<file path="src/scdi_params.svh">
// Constants for the sensor configuration and DAC interpolator block.
// Assumes a single 40 MHz system clock; included by bare name.
`ifndef SCDI_PARAMS_SVH
`define SCDI_PARAMS_SVH
// Timing
`define SCDI_CLK_HZ 40000000
`define SCDI_SAMPLE_HZ 8000
`define SCDI_STEPS 32
`define SCDI_STEP_SHIFT 5
`define SCDI_SAMPLE_CYCLES (`SCDI_CLK_HZ / `SCDI_SAMPLE_HZ)
`define SCDI_STEP_CYCLES (`SCDI_SAMPLE_CYCLES / `SCDI_STEPS)
// Register byte offsets
`define SCDI_OFF_FRONTEND 8'h00
`define SCDI_OFF_DATAPATH 8'h04
`define SCDI_OFF_OUTPUT 8'h08
`define SCDI_OFF_SUPERVISION 8'h0c
`define SCDI_OFF_TEMP_OFFSET 8'h10
`define SCDI_OFF_TEMP_GAIN 8'h14
`define SCDI_OFF_STATUS 8'h18
`define SCDI_OFF_SETPOINT_INPUT_GAIN 8'h1c
// Writable bit masks, reserved bits read as zero
`define SCDI_MASK_FRONTEND 16'h01c3
`define SCDI_MASK_DATAPATH 16'h9f3f
`define SCDI_MASK_OUTPUT 16'hffff
// Field positions
`define SCDI_FE_BURNIN 8
`define SCDI_FE_DECIM_HI 7
`define SCDI_FE_DECIM_LO 6
`define SCDI_FE_AXIS_HI 1
`define SCDI_FE_AXIS_LO 0
`define SCDI_DP_FULLDIAG 15
`define SCDI_DP_MOD_HI 12
`define SCDI_DP_MOD_LO 11
`define SCDI_DP_NMULT_HI 10
`define SCDI_DP_NMULT_LO 8
`define SCDI_DP_NSP_HI 5
`define SCDI_DP_NSP_LO 2
`define SCDI_DP_SP_HI 1
`define SCDI_DP_SP_LO 0
`define SCDI_OUT_PROT_HI 15
`define SCDI_OUT_PROT_LO 14
`define SCDI_OUT_SECONDARY 12
`define SCDI_OUT_INTERP 0
// Codes and reset values
`define SCDI_CODE_RESERVED 2'h3
`define SCDI_PROT_ANALOG 2'h0
`define SCDI_PROT_SENT 2'h1
`define SCDI_RST_CFG 16'h0000
`define SCDI_RST_TEMP_GAIN 16'h4000
`define SCDI_TEMP_GAIN_SHIFT 14
`define SCDI_RESP_OKAY 2'h0
`define SCDI_RESP_SLVERR 2'h2
`endif

</file>
<file path="src/scdi_pkg.sv">
// Types for the sensor configuration and DAC interpolator block.
// Assumes the constants header is compiled alongside.
package scdi_pkg;
  // Interpolator sequencing states, one-hot
  typedef enum logic [2:0] {
    ST_IDLE = 3'h1,
    ST_STEP = 3'h2,
    ST_PUSH = 3'h4
  } scdi_state_t;
endpackage

</file>
<file path="src/scdi_top.sv">
// Configuration registers and DAC smoothing interpolator.
// Assumes AXI4-Lite master and sample sources on mclk, DAC sink with ready.
//
// Design decisions made here: the register offsets and the AXI4-Lite interface to the registers.
`timescale 1ns/100ps
`include "scdi_params.svh"

// What this block does
// - Linear interpolation between consecutive 8 kHz samples
// - Each sample change split into 32 steps
// - Output bit 0 switches interpolator in analog
// - Temperature offset and gain in second channel
// - Configuration registers are 16-bit, software programmed
// - Front-end bit 8 enables burn-in mode
// - Front-end bits 7:6 select decimation rate
// - Front-end bits 1:0 pair axes to channels
// - Datapath bit 15 selects diagnostic level
// - Datapath bits 12:11 select angle modulo
// - Input gain equals setpoint gain times 2^exp
// - For variable setpoints, segment slope equals coefficient times 2^(exp+1)
// - Datapath bits 1:0 select setpoint scheme
// - Output bits 15:14 select primary protocol
module scdi_top #(
  parameter int STEP_CYCLES = `SCDI_STEP_CYCLES
) (
  // Clock and reset
  input wire logic mclk,
  input wire logic reset_n,
  // AXI4-Lite write address and data
  input wire logic s_axi_awvalid,
  output logic s_axi_awready,
  input wire logic [7:0] s_axi_awaddr,
  input wire logic s_axi_wvalid,
  output logic s_axi_wready,
  input wire logic [31:0] s_axi_wdata,
  input wire logic [3:0] s_axi_wstrb,
  // AXI4-Lite write response
  output logic s_axi_bvalid,
  input wire logic s_axi_bready,
  output logic [1:0] s_axi_bresp,
  // AXI4-Lite read
  input wire logic s_axi_arvalid,
  output logic s_axi_arready,
  input wire logic [7:0] s_axi_araddr,
  output logic s_axi_rvalid,
  input wire logic s_axi_rready,
  output logic [31:0] s_axi_rdata,
  output logic [1:0] s_axi_rresp,
  // Processed samples
  input wire logic sample_valid,
  input wire logic [15:0] sample_data,
  // Junction temperature in and scaled out
  input wire logic temp_valid,
  input wire logic [15:0] temp_data,
  output logic temp_out_valid,
  output logic [15:0] temp_out_data,
  // Segment slope coefficient in, slope out
  input wire logic [15:0] segment_slope_coefficient,
  output logic [31:0] segment_slope,
  // Effective linearizer input gain
  output logic [23:0] setpoint_gain_eff,
  // DAC stream
  output logic dac_valid,
  output logic [15:0] dac_data,
  input wire logic dac_ready,
  // Decoded configuration
  output logic burnin_en,
  output logic [1:0] decim_sel,
  output logic [1:0] axis_sel,
  output logic full_diag,
  output logic [1:0] modulo_sel,
  output logic setpoint_variable,
  output logic setpoint_differential,
  output logic [1:0] primary_output,
  output logic [15:0] supervision_out
);
  // Register storage
  logic [15:0] frontend_config_q; // Front-end word
  logic [15:0] datapath_config_q; // Datapath word
  logic [15:0] output_config_q; // Output word
  logic [15:0] supervision_config_q; // Supervision word
  logic [15:0] temp_offset_q; // Temperature offset
  logic [15:0] temp_gain_q; // Temperature gain, 0x4000 is unity
  logic [15:0] setpoint_input_gain_q; // Setpoint gain mantissa
  // Bus holding state
  logic aw_have_q; // Address captured
  logic w_have_q; // Data captured
  logic [7:0] aw_addr_q; // Captured address
  logic [31:0] w_data_q; // Captured data
  logic [3:0] w_strb_q; // Captured strobes
  logic [15:0] wval; // Merged write value
  logic [15:0] wcur; // Current value at write address
  logic wr_fire; // Both halves present
  // Interpolator state
  scdi_pkg::scdi_state_t state_q; // Sequencer
  logic [15:0] cur_q; // Latest sample target
  logic signed [16:0] delta_q; // Change over one sample period
  logic signed [21:0] acc_q; // Value scaled by 32
  logic signed [21:0] acc_nx; // Next accumulator value
  logic [5:0] step_q; // Steps emitted this period
  logic [15:0] timer_q; // Cycles between steps
  logic [15:0] word_q; // Word waiting for buffer
  logic interp_on; // Smoothing active
  logic analog_mode; // Analog primary output
  logic buf_ready; // Buffer can take a word
  logic push; // Word moves into buffer
  logic signed [31:0] temp_prod; // Temperature times gain

  // Merge byte strobes into the low half
  function automatic logic [15:0] merge(input logic [15:0] old, input logic [31:0] d, input logic [3:0] s);
    merge = {s[1] ? d[15:8] : old[15:8], s[0] ? d[7:0] : old[7:0]};
  endfunction

  // Keep a two-bit field unless the new code is reserved
  function automatic logic [1:0] keep2(input logic [1:0] old, input logic [1:0] nw);
    keep2 = (nw == `SCDI_CODE_RESERVED) ? old : nw;
  endfunction

  // Current register value by address
  function automatic logic [15:0] regval(input logic [7:0] a, input logic [15:0] fe, input logic [15:0] dp,
                                         input logic [15:0] op, input logic [15:0] sv, input logic [15:0] to,
                                         input logic [15:0] tg, input logic [15:0] sg);
    case (a)
      `SCDI_OFF_FRONTEND: regval = fe;
      `SCDI_OFF_DATAPATH: regval = dp;
      `SCDI_OFF_OUTPUT: regval = op;
      `SCDI_OFF_SUPERVISION: regval = sv;
      `SCDI_OFF_TEMP_OFFSET: regval = to;
      `SCDI_OFF_TEMP_GAIN: regval = tg;
      `SCDI_OFF_SETPOINT_INPUT_GAIN: regval = sg;
      default: regval = 16'h0000;
    endcase
  endfunction

  // Address is a writable register
  function automatic logic writable(input logic [7:0] a);
    writable = (a == `SCDI_OFF_FRONTEND) || (a == `SCDI_OFF_DATAPATH) || (a == `SCDI_OFF_OUTPUT) ||
               (a == `SCDI_OFF_SUPERVISION) || (a == `SCDI_OFF_TEMP_OFFSET) ||
               (a == `SCDI_OFF_TEMP_GAIN) || (a == `SCDI_OFF_SETPOINT_INPUT_GAIN);
  endfunction

  assign wr_fire = aw_have_q && w_have_q && !s_axi_bvalid;
  assign wcur = regval(aw_addr_q, frontend_config_q, datapath_config_q, output_config_q,
                       supervision_config_q, temp_offset_q, temp_gain_q, setpoint_input_gain_q);
  assign wval = merge(wcur, w_data_q, w_strb_q);

  // Write address and data capture, either order
  always_ff @(posedge mclk or negedge reset_n)
  begin
    if (!reset_n)
    begin
      aw_have_q <= 1'b0;
      w_have_q <= 1'b0;
      aw_addr_q <= 8'h00;
      w_data_q <= 32'h00000000;
      w_strb_q <= 4'h0;
      s_axi_awready <= 1'b0;
      s_axi_wready <= 1'b0;
    end
    else
    begin
      if (s_axi_awvalid && s_axi_awready)
      begin
        aw_have_q <= 1'b1;
        aw_addr_q <= s_axi_awaddr;
      end
      else if (wr_fire)
        aw_have_q <= 1'b0;
      if (s_axi_wvalid && s_axi_wready)
      begin
        w_have_q <= 1'b1;
        w_data_q <= s_axi_wdata;
        w_strb_q <= s_axi_wstrb;
      end
      else if (wr_fire)
        w_have_q <= 1'b0;
      // Ready only while the slot is free and no response pends
      s_axi_awready <= !aw_have_q && !(s_axi_awvalid && s_axi_awready) && !s_axi_bvalid;
      s_axi_wready <= !w_have_q && !(s_axi_wvalid && s_axi_wready) && !s_axi_bvalid;
    end
  end

  // Write response, error for unmapped offsets and the read-only status word
  always_ff @(posedge mclk or negedge reset_n)
  begin
    if (!reset_n)
    begin
      s_axi_bvalid <= 1'b0;
      s_axi_bresp <= `SCDI_RESP_OKAY;
    end
    else if (wr_fire)
    begin
      s_axi_bvalid <= 1'b1;
      s_axi_bresp <= writable(aw_addr_q) ? `SCDI_RESP_OKAY : `SCDI_RESP_SLVERR;
    end
    else if (s_axi_bready)
      s_axi_bvalid <= 1'b0;
  end

  // Register writes, 16-bit words with reserved bits held at zero
  always_ff @(posedge mclk or negedge reset_n)
  begin
    if (!reset_n)
    begin
      frontend_config_q <= `SCDI_RST_CFG;
      datapath_config_q <= `SCDI_RST_CFG;
      output_config_q <= `SCDI_RST_CFG;
      supervision_config_q <= `SCDI_RST_CFG;
      temp_offset_q <= `SCDI_RST_CFG;
      temp_gain_q <= `SCDI_RST_TEMP_GAIN;
      setpoint_input_gain_q <= `SCDI_RST_CFG;
    end
    else if (wr_fire)
    begin
      case (aw_addr_q)
        `SCDI_OFF_FRONTEND:
        begin
          // Burn-in bit, decimation and axis codes
          frontend_config_q <= wval & `SCDI_MASK_FRONTEND;
          frontend_config_q[`SCDI_FE_DECIM_HI:`SCDI_FE_DECIM_LO] <= keep2(
            frontend_config_q[`SCDI_FE_DECIM_HI:`SCDI_FE_DECIM_LO],
            wval[`SCDI_FE_DECIM_HI:`SCDI_FE_DECIM_LO]);
          frontend_config_q[`SCDI_FE_AXIS_HI:`SCDI_FE_AXIS_LO] <= keep2(
            frontend_config_q[`SCDI_FE_AXIS_HI:`SCDI_FE_AXIS_LO],
            wval[`SCDI_FE_AXIS_HI:`SCDI_FE_AXIS_LO]);
        end
        `SCDI_OFF_DATAPATH:
          datapath_config_q <= wval & `SCDI_MASK_DATAPATH;
        `SCDI_OFF_OUTPUT:
        begin
          // Reserved protocol codes are refused
          if (wval[`SCDI_OUT_PROT_HI] == 1'b0)
            output_config_q <= wval;
        end
        `SCDI_OFF_SUPERVISION:
          supervision_config_q <= wval;
        `SCDI_OFF_TEMP_OFFSET:
          temp_offset_q <= wval;
        `SCDI_OFF_TEMP_GAIN:
          temp_gain_q <= wval;
        `SCDI_OFF_SETPOINT_INPUT_GAIN:
          setpoint_input_gain_q <= wval;
        default:
          temp_offset_q <= temp_offset_q;
      endcase
    end
  end

  // Read channel, one cycle after address
  always_ff @(posedge mclk or negedge reset_n)
  begin
    if (!reset_n)
    begin
      s_axi_arready <= 1'b0;
      s_axi_rvalid <= 1'b0;
      s_axi_rdata <= 32'h00000000;
      s_axi_rresp <= `SCDI_RESP_OKAY;
    end
    else
    begin
      s_axi_arready <= !s_axi_rvalid && !(s_axi_arvalid && s_axi_arready);
      if (s_axi_arvalid && s_axi_arready)
      begin
        s_axi_rvalid <= 1'b1;
        if (s_axi_araddr == `SCDI_OFF_STATUS)
        begin
          // Live interpolator state and buffer fill
          s_axi_rdata <= {12'h000, !buf_ready, 3'(state_q), word_q};
          s_axi_rresp <= `SCDI_RESP_OKAY;
        end
        else
        begin
          s_axi_rdata <= {16'h0000, regval(s_axi_araddr, frontend_config_q, datapath_config_q,
                          output_config_q, supervision_config_q, temp_offset_q, temp_gain_q,
                          setpoint_input_gain_q)};
          s_axi_rresp <= writable(s_axi_araddr) ? `SCDI_RESP_OKAY : `SCDI_RESP_SLVERR;
        end
      end
      else if (s_axi_rready)
        s_axi_rvalid <= 1'b0;
    end
  end

  // Mode decode for the DAC path
  assign analog_mode = output_config_q[`SCDI_OUT_PROT_HI:`SCDI_OUT_PROT_LO] == `SCDI_PROT_ANALOG;
  assign interp_on = analog_mode && output_config_q[`SCDI_OUT_INTERP];
  assign acc_nx = acc_q + 22'(delta_q);
  assign push = (state_q == scdi_pkg::ST_PUSH) && buf_ready && analog_mode;

  // Interpolation sequencer; a new sample restarts from the last target
  always_ff @(posedge mclk or negedge reset_n)
  begin
    if (!reset_n)
    begin
      state_q <= scdi_pkg::ST_IDLE;
      cur_q <= 16'h0000;
      delta_q <= 17'h00000;
      acc_q <= 22'h000000;
      step_q <= 6'h00;
      timer_q <= 16'h0000;
      word_q <= 16'h0000;
    end
    else if (sample_valid)
    begin
      cur_q <= sample_data;
      delta_q <= $signed({sample_data[15], sample_data}) - $signed({cur_q[15], cur_q});
      acc_q <= {{1{cur_q[15]}}, cur_q, 5'h00};
      step_q <= 6'h00;
      timer_q <= 16'h0000;
      if (interp_on)
        state_q <= scdi_pkg::ST_STEP;
      else
      begin
        word_q <= sample_data;
        state_q <= scdi_pkg::ST_PUSH;
      end
    end
    else
    begin
      case (state_q)
        scdi_pkg::ST_IDLE:
          state_q <= scdi_pkg::ST_IDLE;
        scdi_pkg::ST_STEP:
        begin
          // One step after STEP_CYCLES cycles in this state
          if (timer_q == 16'(STEP_CYCLES - 1))
          begin
            timer_q <= 16'h0000;
            acc_q <= acc_nx;
            word_q <= acc_nx[`SCDI_STEP_SHIFT + 15:`SCDI_STEP_SHIFT];
            step_q <= step_q + 6'h01;
            state_q <= scdi_pkg::ST_PUSH;
          end
          else
            timer_q <= timer_q + 16'h0001;
        end
        scdi_pkg::ST_PUSH:
        begin
          // Stall here while the buffer is full; drop word outside analog
          if (push || !analog_mode)
          begin
            if (interp_on && step_q != 6'(`SCDI_STEPS))
              state_q <= scdi_pkg::ST_STEP;
            else
              state_q <= scdi_pkg::ST_IDLE;
          end
        end
        default:
          state_q <= scdi_pkg::ST_IDLE;
      endcase
    end
  end

  // Two-entry buffer in front of the DAC
  scdi_skid #(
    .WIDTH(16)
  ) u_skid (
    .mclk(mclk),
    .reset_n(reset_n),
    .in_valid(push),
    .in_data(word_q),
    .in_ready(buf_ready),
    .out_valid(dac_valid),
    .out_data(dac_data),
    .out_ready(dac_ready)
  );

  assign temp_prod = $signed(temp_data) * $signed({1'b0, temp_gain_q[14:0]});

  // Temperature scaling for the second fast channel
  always_ff @(posedge mclk or negedge reset_n)
  begin
    if (!reset_n)
    begin
      temp_out_valid <= 1'b0;
      temp_out_data <= 16'h0000;
    end
    else
    begin
      temp_out_valid <= temp_valid;
      if (temp_valid)
      begin
        if (!analog_mode && output_config_q[`SCDI_OUT_SECONDARY])
          temp_out_data <= 16'(temp_prod >>> `SCDI_TEMP_GAIN_SHIFT) + temp_offset_q;
        else
          temp_out_data <= temp_data;
      end
    end
  end

  // Registered decode of configuration fields
  always_ff @(posedge mclk or negedge reset_n)
  begin
    if (!reset_n)
    begin
      burnin_en <= 1'b0;
      decim_sel <= 2'h0;
      axis_sel <= 2'h0;
      full_diag <= 1'b0;
      modulo_sel <= 2'h0;
      setpoint_variable <= 1'b0;
      setpoint_differential <= 1'b0;
      primary_output <= 2'h0;
      supervision_out <= 16'h0000;
      setpoint_gain_eff <= 24'h000000;
      segment_slope <= 32'h00000000;
    end
    else
    begin
      burnin_en <= frontend_config_q[`SCDI_FE_BURNIN];
      decim_sel <= frontend_config_q[`SCDI_FE_DECIM_HI:`SCDI_FE_DECIM_LO];
      axis_sel <= frontend_config_q[`SCDI_FE_AXIS_HI:`SCDI_FE_AXIS_LO];
      full_diag <= datapath_config_q[`SCDI_DP_FULLDIAG];
      modulo_sel <= datapath_config_q[`SCDI_DP_MOD_HI:`SCDI_DP_MOD_LO];
      setpoint_variable <= datapath_config_q[`SCDI_DP_SP_HI];
      setpoint_differential <= datapath_config_q[`SCDI_DP_SP_LO];
      primary_output <= output_config_q[`SCDI_OUT_PROT_HI:`SCDI_OUT_PROT_LO];
      supervision_out <= supervision_config_q;
      // Gain shifted by its exponent
      setpoint_gain_eff <= {8'h00, setpoint_input_gain_q} <<
                           datapath_config_q[`SCDI_DP_NMULT_HI:`SCDI_DP_NMULT_LO];
      // Slope uses exponent plus one, variable setpoints only
      if (datapath_config_q[`SCDI_DP_SP_HI])
        segment_slope <= {16'h0000, segment_slope_coefficient} <<
                         (5'(datapath_config_q[`SCDI_DP_NSP_HI:`SCDI_DP_NSP_LO]) + 5'h01);
      else
        segment_slope <= 32'h00000000;
    end
  end
endmodule // scdi_top

</file>
<file path="src/scdi_skid.sv">
// Two-entry valid/ready buffer in front of the DAC.
// Assumes both sides run on the same clock as the block.
`timescale 1ns/100ps
module scdi_skid #(
  parameter int WIDTH = 16
) (
  // Clock and reset
  input wire logic mclk,
  input wire logic reset_n,
  // Filling side
  input wire logic in_valid,
  input wire logic [WIDTH-1:0] in_data,
  output logic in_ready,
  // Draining side
  output logic out_valid,
  output logic [WIDTH-1:0] out_data,
  input wire logic out_ready
);
  logic spare_valid_q; // Second entry occupied
  logic [WIDTH-1:0] spare_data_q; // Second entry word
  logic take; // Word accepted from source
  logic give; // Word handed to sink

  assign take = in_valid && in_ready;
  assign give = out_valid && out_ready;

  // Head entry, refilled from spare first
  always_ff @(posedge mclk or negedge reset_n)
  begin
    if (!reset_n)
    begin
      out_valid <= 1'b0;
      out_data <= '0;
    end
    else if (!out_valid || give)
    begin
      if (spare_valid_q)
      begin
        out_valid <= 1'b1;
        out_data <= spare_data_q;
      end
      else
      begin
        out_valid <= take;
        if (take)
          out_data <= in_data;
      end
    end
  end

  // Spare entry, filled only when head is stalled
  always_ff @(posedge mclk or negedge reset_n)
  begin
    if (!reset_n)
    begin
      spare_valid_q <= 1'b0;
      spare_data_q <= '0;
      in_ready <= 1'b0;
    end
    else
    begin
      if (spare_valid_q && (!out_valid || give))
        spare_valid_q <= 1'b0;
      else if (take && out_valid && !give)
      begin
        spare_valid_q <= 1'b1;
        spare_data_q <= in_data;
      end
      // Ready drops once both entries are held
      in_ready <= !(spare_valid_q && out_valid && !give) && !(take && out_valid && !give);
    end
  end
endmodule // scdi_skid

</file>
<file path="config.mk">
export PLATFORM = sky130hd
export DESIGN_NAME = scdi_top
export DESIGN_NICKNAME = d
export VERILOG_FILES = /design/src/scdi_pkg.sv /design/src/scdi_top.sv /design/src/scdi_skid.sv
export VERILOG_INCLUDE_DIRS = /design/src /design/src/src
export SDC_FILE = /design/constraint.sdc
export NUM_CORES = 1
export LEC_CHECK = 0
export CAP_MARGIN = 30
export CORE_ASPECT_RATIO = 1.75
export CORE_MARGIN = 2
export CORE_UTILIZATION = 45
export DETAILED_ROUTE_END_ITERATION = 6
export DONT_BUFFER_PORTS = 1
export GPL_ROUTABILITY_DRIVEN = 0
export SLEW_MARGIN = 20
export SYNTH_ARGS = -nofsm -noshare
export SYNTH_HDL_FRONTEND = slang
export SYNTH_SLANG_ARGS = --single-unit
</file>
<file path="constraint.sdc">
create_clock -name mclk -period 7 [get_ports mclk]
set_input_delay 1.05 -clock mclk [delete_from_list [all_inputs] [get_ports mclk]]
set_output_delay 1.05 -clock mclk [all_outputs]
set_load 0.01 [all_outputs]
</file>
Word-level counts from Yosys, hierarchy flattened
Index checks and enable logic that the tools add are counted.
- bits in registers: 396
- input port bits: 110
- output and inout bits: 159
- add/sub/neg operators: 6
- multipliers: 1
- eq/ne operators: 22
- shifts and indexed selects: 2
- multiplexer cells: 41
- bitwise logic cells: 4
- reductions and logical operators: 75
- operators by type and width (cell ; number):
    $pmux 16 s7 ; 2
    $mux 16 ; 10
    $mux 22 ; 3
    $eq 8x5->1 const B ; 7
    $eq 8x4->1 const B ; 4
    $mux 32 ; 1
    $shl 16x5->32 ; 1
    $mul 16x16->30 ; 1
    $shl 16x3->24 ; 1
    $logic_and 1x1->1 ; 23
    $add 22x17->22 ; 1
    $mux 20 ; 1
    $reduce_and 2->1 ; 10
    $mux 6 ; 3
    $sub 16x16->17 ; 1
    $add 16x1->16 const B ; 1
    $add 16x16->16 ; 1
    $eq 16x8->1 const B ; 1
    $eq 8x3->1 const B ; 2
    $logic_not 8->1 ; 2
    $mux 8 ; 2
    $reduce_bool 2->1 ; 8
    $logic_or 1x1->1 ; 14
    $logic_not 1->1 ; 13
    16 further kinds ; 38

Longest topological paths before layout
- word-level depth: 9
- mapped depth: 35
- depth with buffers taken out: 34

Cells and area by module
A second synthesis with hierarchy kept.
- cell total of the unflattened synthesis: 2865
- area, all modules: 28190.8 sq um
- modules (own cells, without submodules) (module ; times used ; cells an instance ; area each (sq um) ; seq. area each (sq um)):
    scdi_top ; 1 ; 2770 ; 26574.2 ; 8635.8
    scdi_skid ; 1 ; 95 ; 1616.6 ; 875.8

Least setup slack after synthesis
OpenSTA, ideal clock, no wires.
- path type: input to register
- from: input port temp_data[10]
- to: register temp_out_data[14]
- setup time: 128 ps
- arrival time: 7817 ps
- required time: 6872 ps
- setup slack: -945 ps
- cell stages on the path: 29
- path buffers: 1
- path through: clkbuf_1 > nand2_1 > fa_1 > fa_1 > fa_1 > fa_1 > inv_1 > fa_1 > inv_1 > fa_1 > inv_1 > ha_1 > nand3_1 > a211oi_1 > a22oi_1 > a21boi_0 > o21a_1 > nor2_1 > ha_1 > fa_1 > a21o_1 > a21oi_1 > o21bai_1 > a21o_1 > a41oi_1 > o21ai_0 > a2111oi_0 > or4_1 > nand3_1
- cells in the longest elaborated chain, start to end: 3
- RTL lines (element ; RTL line ; source):
    from (decl) ; scdi_top.sv:54 ; input wire logic [15:0] temp_data,
    $mul 16x16->30 ; scdi_top.sv:368 ; assign temp_prod = $signed(temp_data) * $signed({1'b0, temp_gain_q[14:0]});
    $add 16x16->16 ; scdi_top.sv:384 ; temp_out_data <= 16'(temp_prod >>> `SCDI_TEMP_GAIN_SHIFT) + temp_offset_q;
    $mux 16 ; scdi_top.sv:383 ; if (!analog_mode && output_config_q[`SCDI_OUT_SECONDARY])
    to (signal assigned) ; scdi_top.sv:384 ;
    to (signal assigned) ; scdi_top.sv:386 ; temp_out_data <= temp_data;
    to (decl) ; scdi_top.sv:56 ; output logic [15:0] temp_out_data,
Every way passes these cells.
A chain may end at the register's enable or synchronous reset.

Worst setup path in the final report
- from: input port temp_data[7]
- to: register temp_out_data[15]
Same word-level chain as after synthesis.

==> key figures <==
Outcome
  – Status: complete, but fails checks
  – Failing checks: setup timing

Place
  – Input/output buffers: 0
  – Post-place setup slack: -1.09 ns
  – Placed insts: 3625
  – Placed Area: 29700 um^2
  – Dpl hpwl: 64200 um

Timing
  – Slew headroom: 0.145
  – Slew @ Worst Pin: 1.28 ns
  – Max Freq: ~140 MHz
  – Slew Viols, Final: 0
  – Endpoints failing hold: 0
  – Fin Clk Skew: 0.0178 ns
  – # setup viols final: 8
  – RSZ-0062 raised after global routing: yes
  – Period utilization: 1.04
  – Setup slack after layout: -0.293 ns
  – Post-layout min period: 7.29 ns

Global route
  – Vias in the first global route: roughly 23000
  – Initial antenna violation count: 15
  – First-pass GRT wire length: 130000 um
  – Total GRT Usage: 0.263
  – Largest net degree at the start of global routing: 381
  – Overflow after GRT: 0

Cells and area
  – Final Instance Count excl. Fillers: 3722
  – Commonest non-fill, non-tap cell in the layout: dfrtp_1
  – Fillers: 5650
  – Synth-to-layout area growth: 12.2%
  – Post-route cell area: 31600 um^2
  – Most frequent cells in the layout: dfrtp_1, inv_1, nand2_1
  – Layout cell share with drive strength beyond 1: 0.174
  – Layout Nets: roughly 3400

Clock network
  – CTS Buf Count: 38
  – CTS Hold Buffers Added: 0
  – CTS tree: yes
  – Bufs on Longest Clock Path: 3
  – Root buf cell: clkbuf_16
  – Reg clk slew, reported paths: 0.07 ns
  – Count of clock tree sinks: 380
  – CTS H-tree depth: 2
  – Clk_lat worst skew: 0.57 ns

Setup path
  – Largest delay contributor family on the critical path: adder cells
  – Crit path arrival time: slightly below 8 ns
  – Worst Path Max Fanout: 16
  – Reg-to-Reg Start: temp_gain_q[3]$_DFFE_PN0P_
  – Worst R2R Setup Slack: -0.29 ns
  – Worst path slowest cell: fa_1
  – Critical Path RT: 7.45 ns
  – Crit Path Class: primary input to flip-flop
  – CP Buf/Inv Count: 7
  – Cell depth of the worst setup path: 32
  – Max incr delay on CP: 0.57 ns
  – Cell mode on critical path: fa_1
  – Setup crit end kind: flip-flop
  – FF-to-FF End: temp_out_data[15]$_DFFE_PN0P_
  – Worst setup SP type: primary input
  – Worst reg2reg path depth: 31

Yosys
  – Mean post-synth cell area: between 9 and 10 um^2
  – Sequential-to-total area share from yosys stat: 0.337
  – Async S/R FF share, synth: 1.00
  – Number of synthesized flops with an enable pin: 0
  – Seq cells post-synth: 380
  – Synthesized instance count: 2845
  – Yosys warns: 0
  – Area of the mapped netlist: about 28000 um^2
  – Synth cell types: 77
  – Synth Flop Type: dfrtp_1

Floorplanning
  – Core Box Area: just over 60000 um^2
  – Initial core utilization: 0.454
  – Die height: 335 um
  – Core Rows: 121
  – Die Wd: 193 um
  – Die area: 64700 um^2
  – IO Count: 269

Routing
  – DR DRC count: 0
  – Vias: 21022
  – WL final: between 80000 and 90000 um
  – Vias/cell: 5.65
  – Routed WL per cell: 22.1 um
  – Initial DRT Pass Iterations: 5
  – Iteration-0 DRC Markers: 1301
  – Routed Antenna Nets: 0

Pwr
  – Pwr Total: between 9 and 10 mW
  – PD cells: 316 nW/um^2
  – Leakage power: 15.1 nW
  – Worst VDD drop: 246 uV

Worst hold path
  – HP Class: primary input to async pin

Job
  – Max_cap viols: 0
power breakdown:
part           internal (mW)  switching [mW]
Combinational           2.05            2.44
Clock                   1.28           0.929
Sequential              2.67           0.622
Total                   6.00            3.99
cell usage after synthesis, types with 12 or more instances:
cell type  count  area, um^2
xnor2_1       46         403
o22ai_1       17         106
buf_4         16         120
and2_1       127         795
clkbuf_1     117         439
nor2b_1       18         113
o21a_1        12        90.1
o21ai_0      140         701
mux2_2       171        1930
and3_1        19         119
inv_1        352        1320
fa_1         236        4720
nand2_1      284        1070
a211oi_1      20         150
nor3_1        29         145
ha_1         133        1660
nor2_1       183         687
a21oi_1      130         651
xor2_1        27         236
nand3_1       35         175
mux2i_1       71         711
a21o_1        23         173
dfrtp_1      378        9460
a31oi_1       15        93.8
a22oi_1       54         405
logic make-up after synthesis:
| group | Yosys count | synth area share |
|---|---|---|
| simple gates | 743 | 0.122 |
| compound gates | 512 | 0.116 |
| buf+inv | 507 | 0.0703 |
| flops | 380 | 0.337 |
| fa+ha+maj | 369 | 0.227 |
| mux | 260 | 0.105 |
| xor+xnor | 73 | 0.0227 |
| other cells | 1 | 0.000133 |
final cells by class:
type | instances | area, um^2 | share of cell area
diodes | 6 | 15.0 | 0.000475
flip-flops and latches | 380 | 9520 | 0.301
inverters | 353 | 1330 | 0.0419
clock buffers | 50 | 1110 | 0.0351
clock inverters | 19 | 233 | 0.00736
well taps | 799 | 1000 | 0.0316
multi-input cells | 1973 | 17200 | 0.542
repair buffers | 142 | 1270 | 0.0402
flip-flops by register name (all words and copies together), names as in the netlist, 17 cells and up:
signal	flops
segment_slope	32
setpoint_gain_eff	23
acc_q	21
s_axi_rdata	20
delta_q	17
metal layers:
metal | up-vias | track usage | share of wire
li1 | 9525 | - | -
met2 | 674 | 0.483 | 0.54
met4 | 18 | 0.106 | 0.041
met3 | 195 | 0.0596 | 0.067
met5 | - | 0 | 0.0014
met1 | 10610 | 0.287 | 0.35
how the worst max path moves through the flow:
stage	start	end	slack, ns
2_1_floorplan	temp_data[3]	temp_out_data[15]$_DFFE_PN0P_	-0.42
3_3_place_gp	temp_data[8]	temp_out_data[15]$_DFFE_PN0P_	-1.01
3_5_place_dp	temp_data[7]	temp_out_data[14]$_DFFE_PN0P_	-1.09
4_1_cts	temp_gain_q[4]$_DFFE_PN0P_	temp_out_data[13]$_DFFE_PN0P_	-0.27
5_1_grt	temp_gain_q[3]$_DFFE_PN0P_	temp_out_data[15]$_DFFE_PN0P_	-0.65
6_report	temp_data[7]	temp_out_data[15]$_DFFE_PN0P_	-0.29
metrics by stage:
stage	utilization	setup TNS [ns]	hold WS, ns
after floorplan	-	-1.53	0.379
after global placement	0.478	-8.88	0.410
after detailed placement	0.479	-9.70	0.413
after CTS	0.504	-1.51	0.169
after global routing	0.510	-4.75	0.172
final	0.510	-1.88	0.205
repair_timing:
action                                  in CTS  in global routing
endpoints found under the hold margin        0                  0
endpoints found under the setup margin      10                 12
gates cloned                                 0                  1
buffers inserted                             6                  9
pin swaps                                   15                 33
resized for setup                           34                 35
Note: power is estimated with default switching activity, not from simulation.
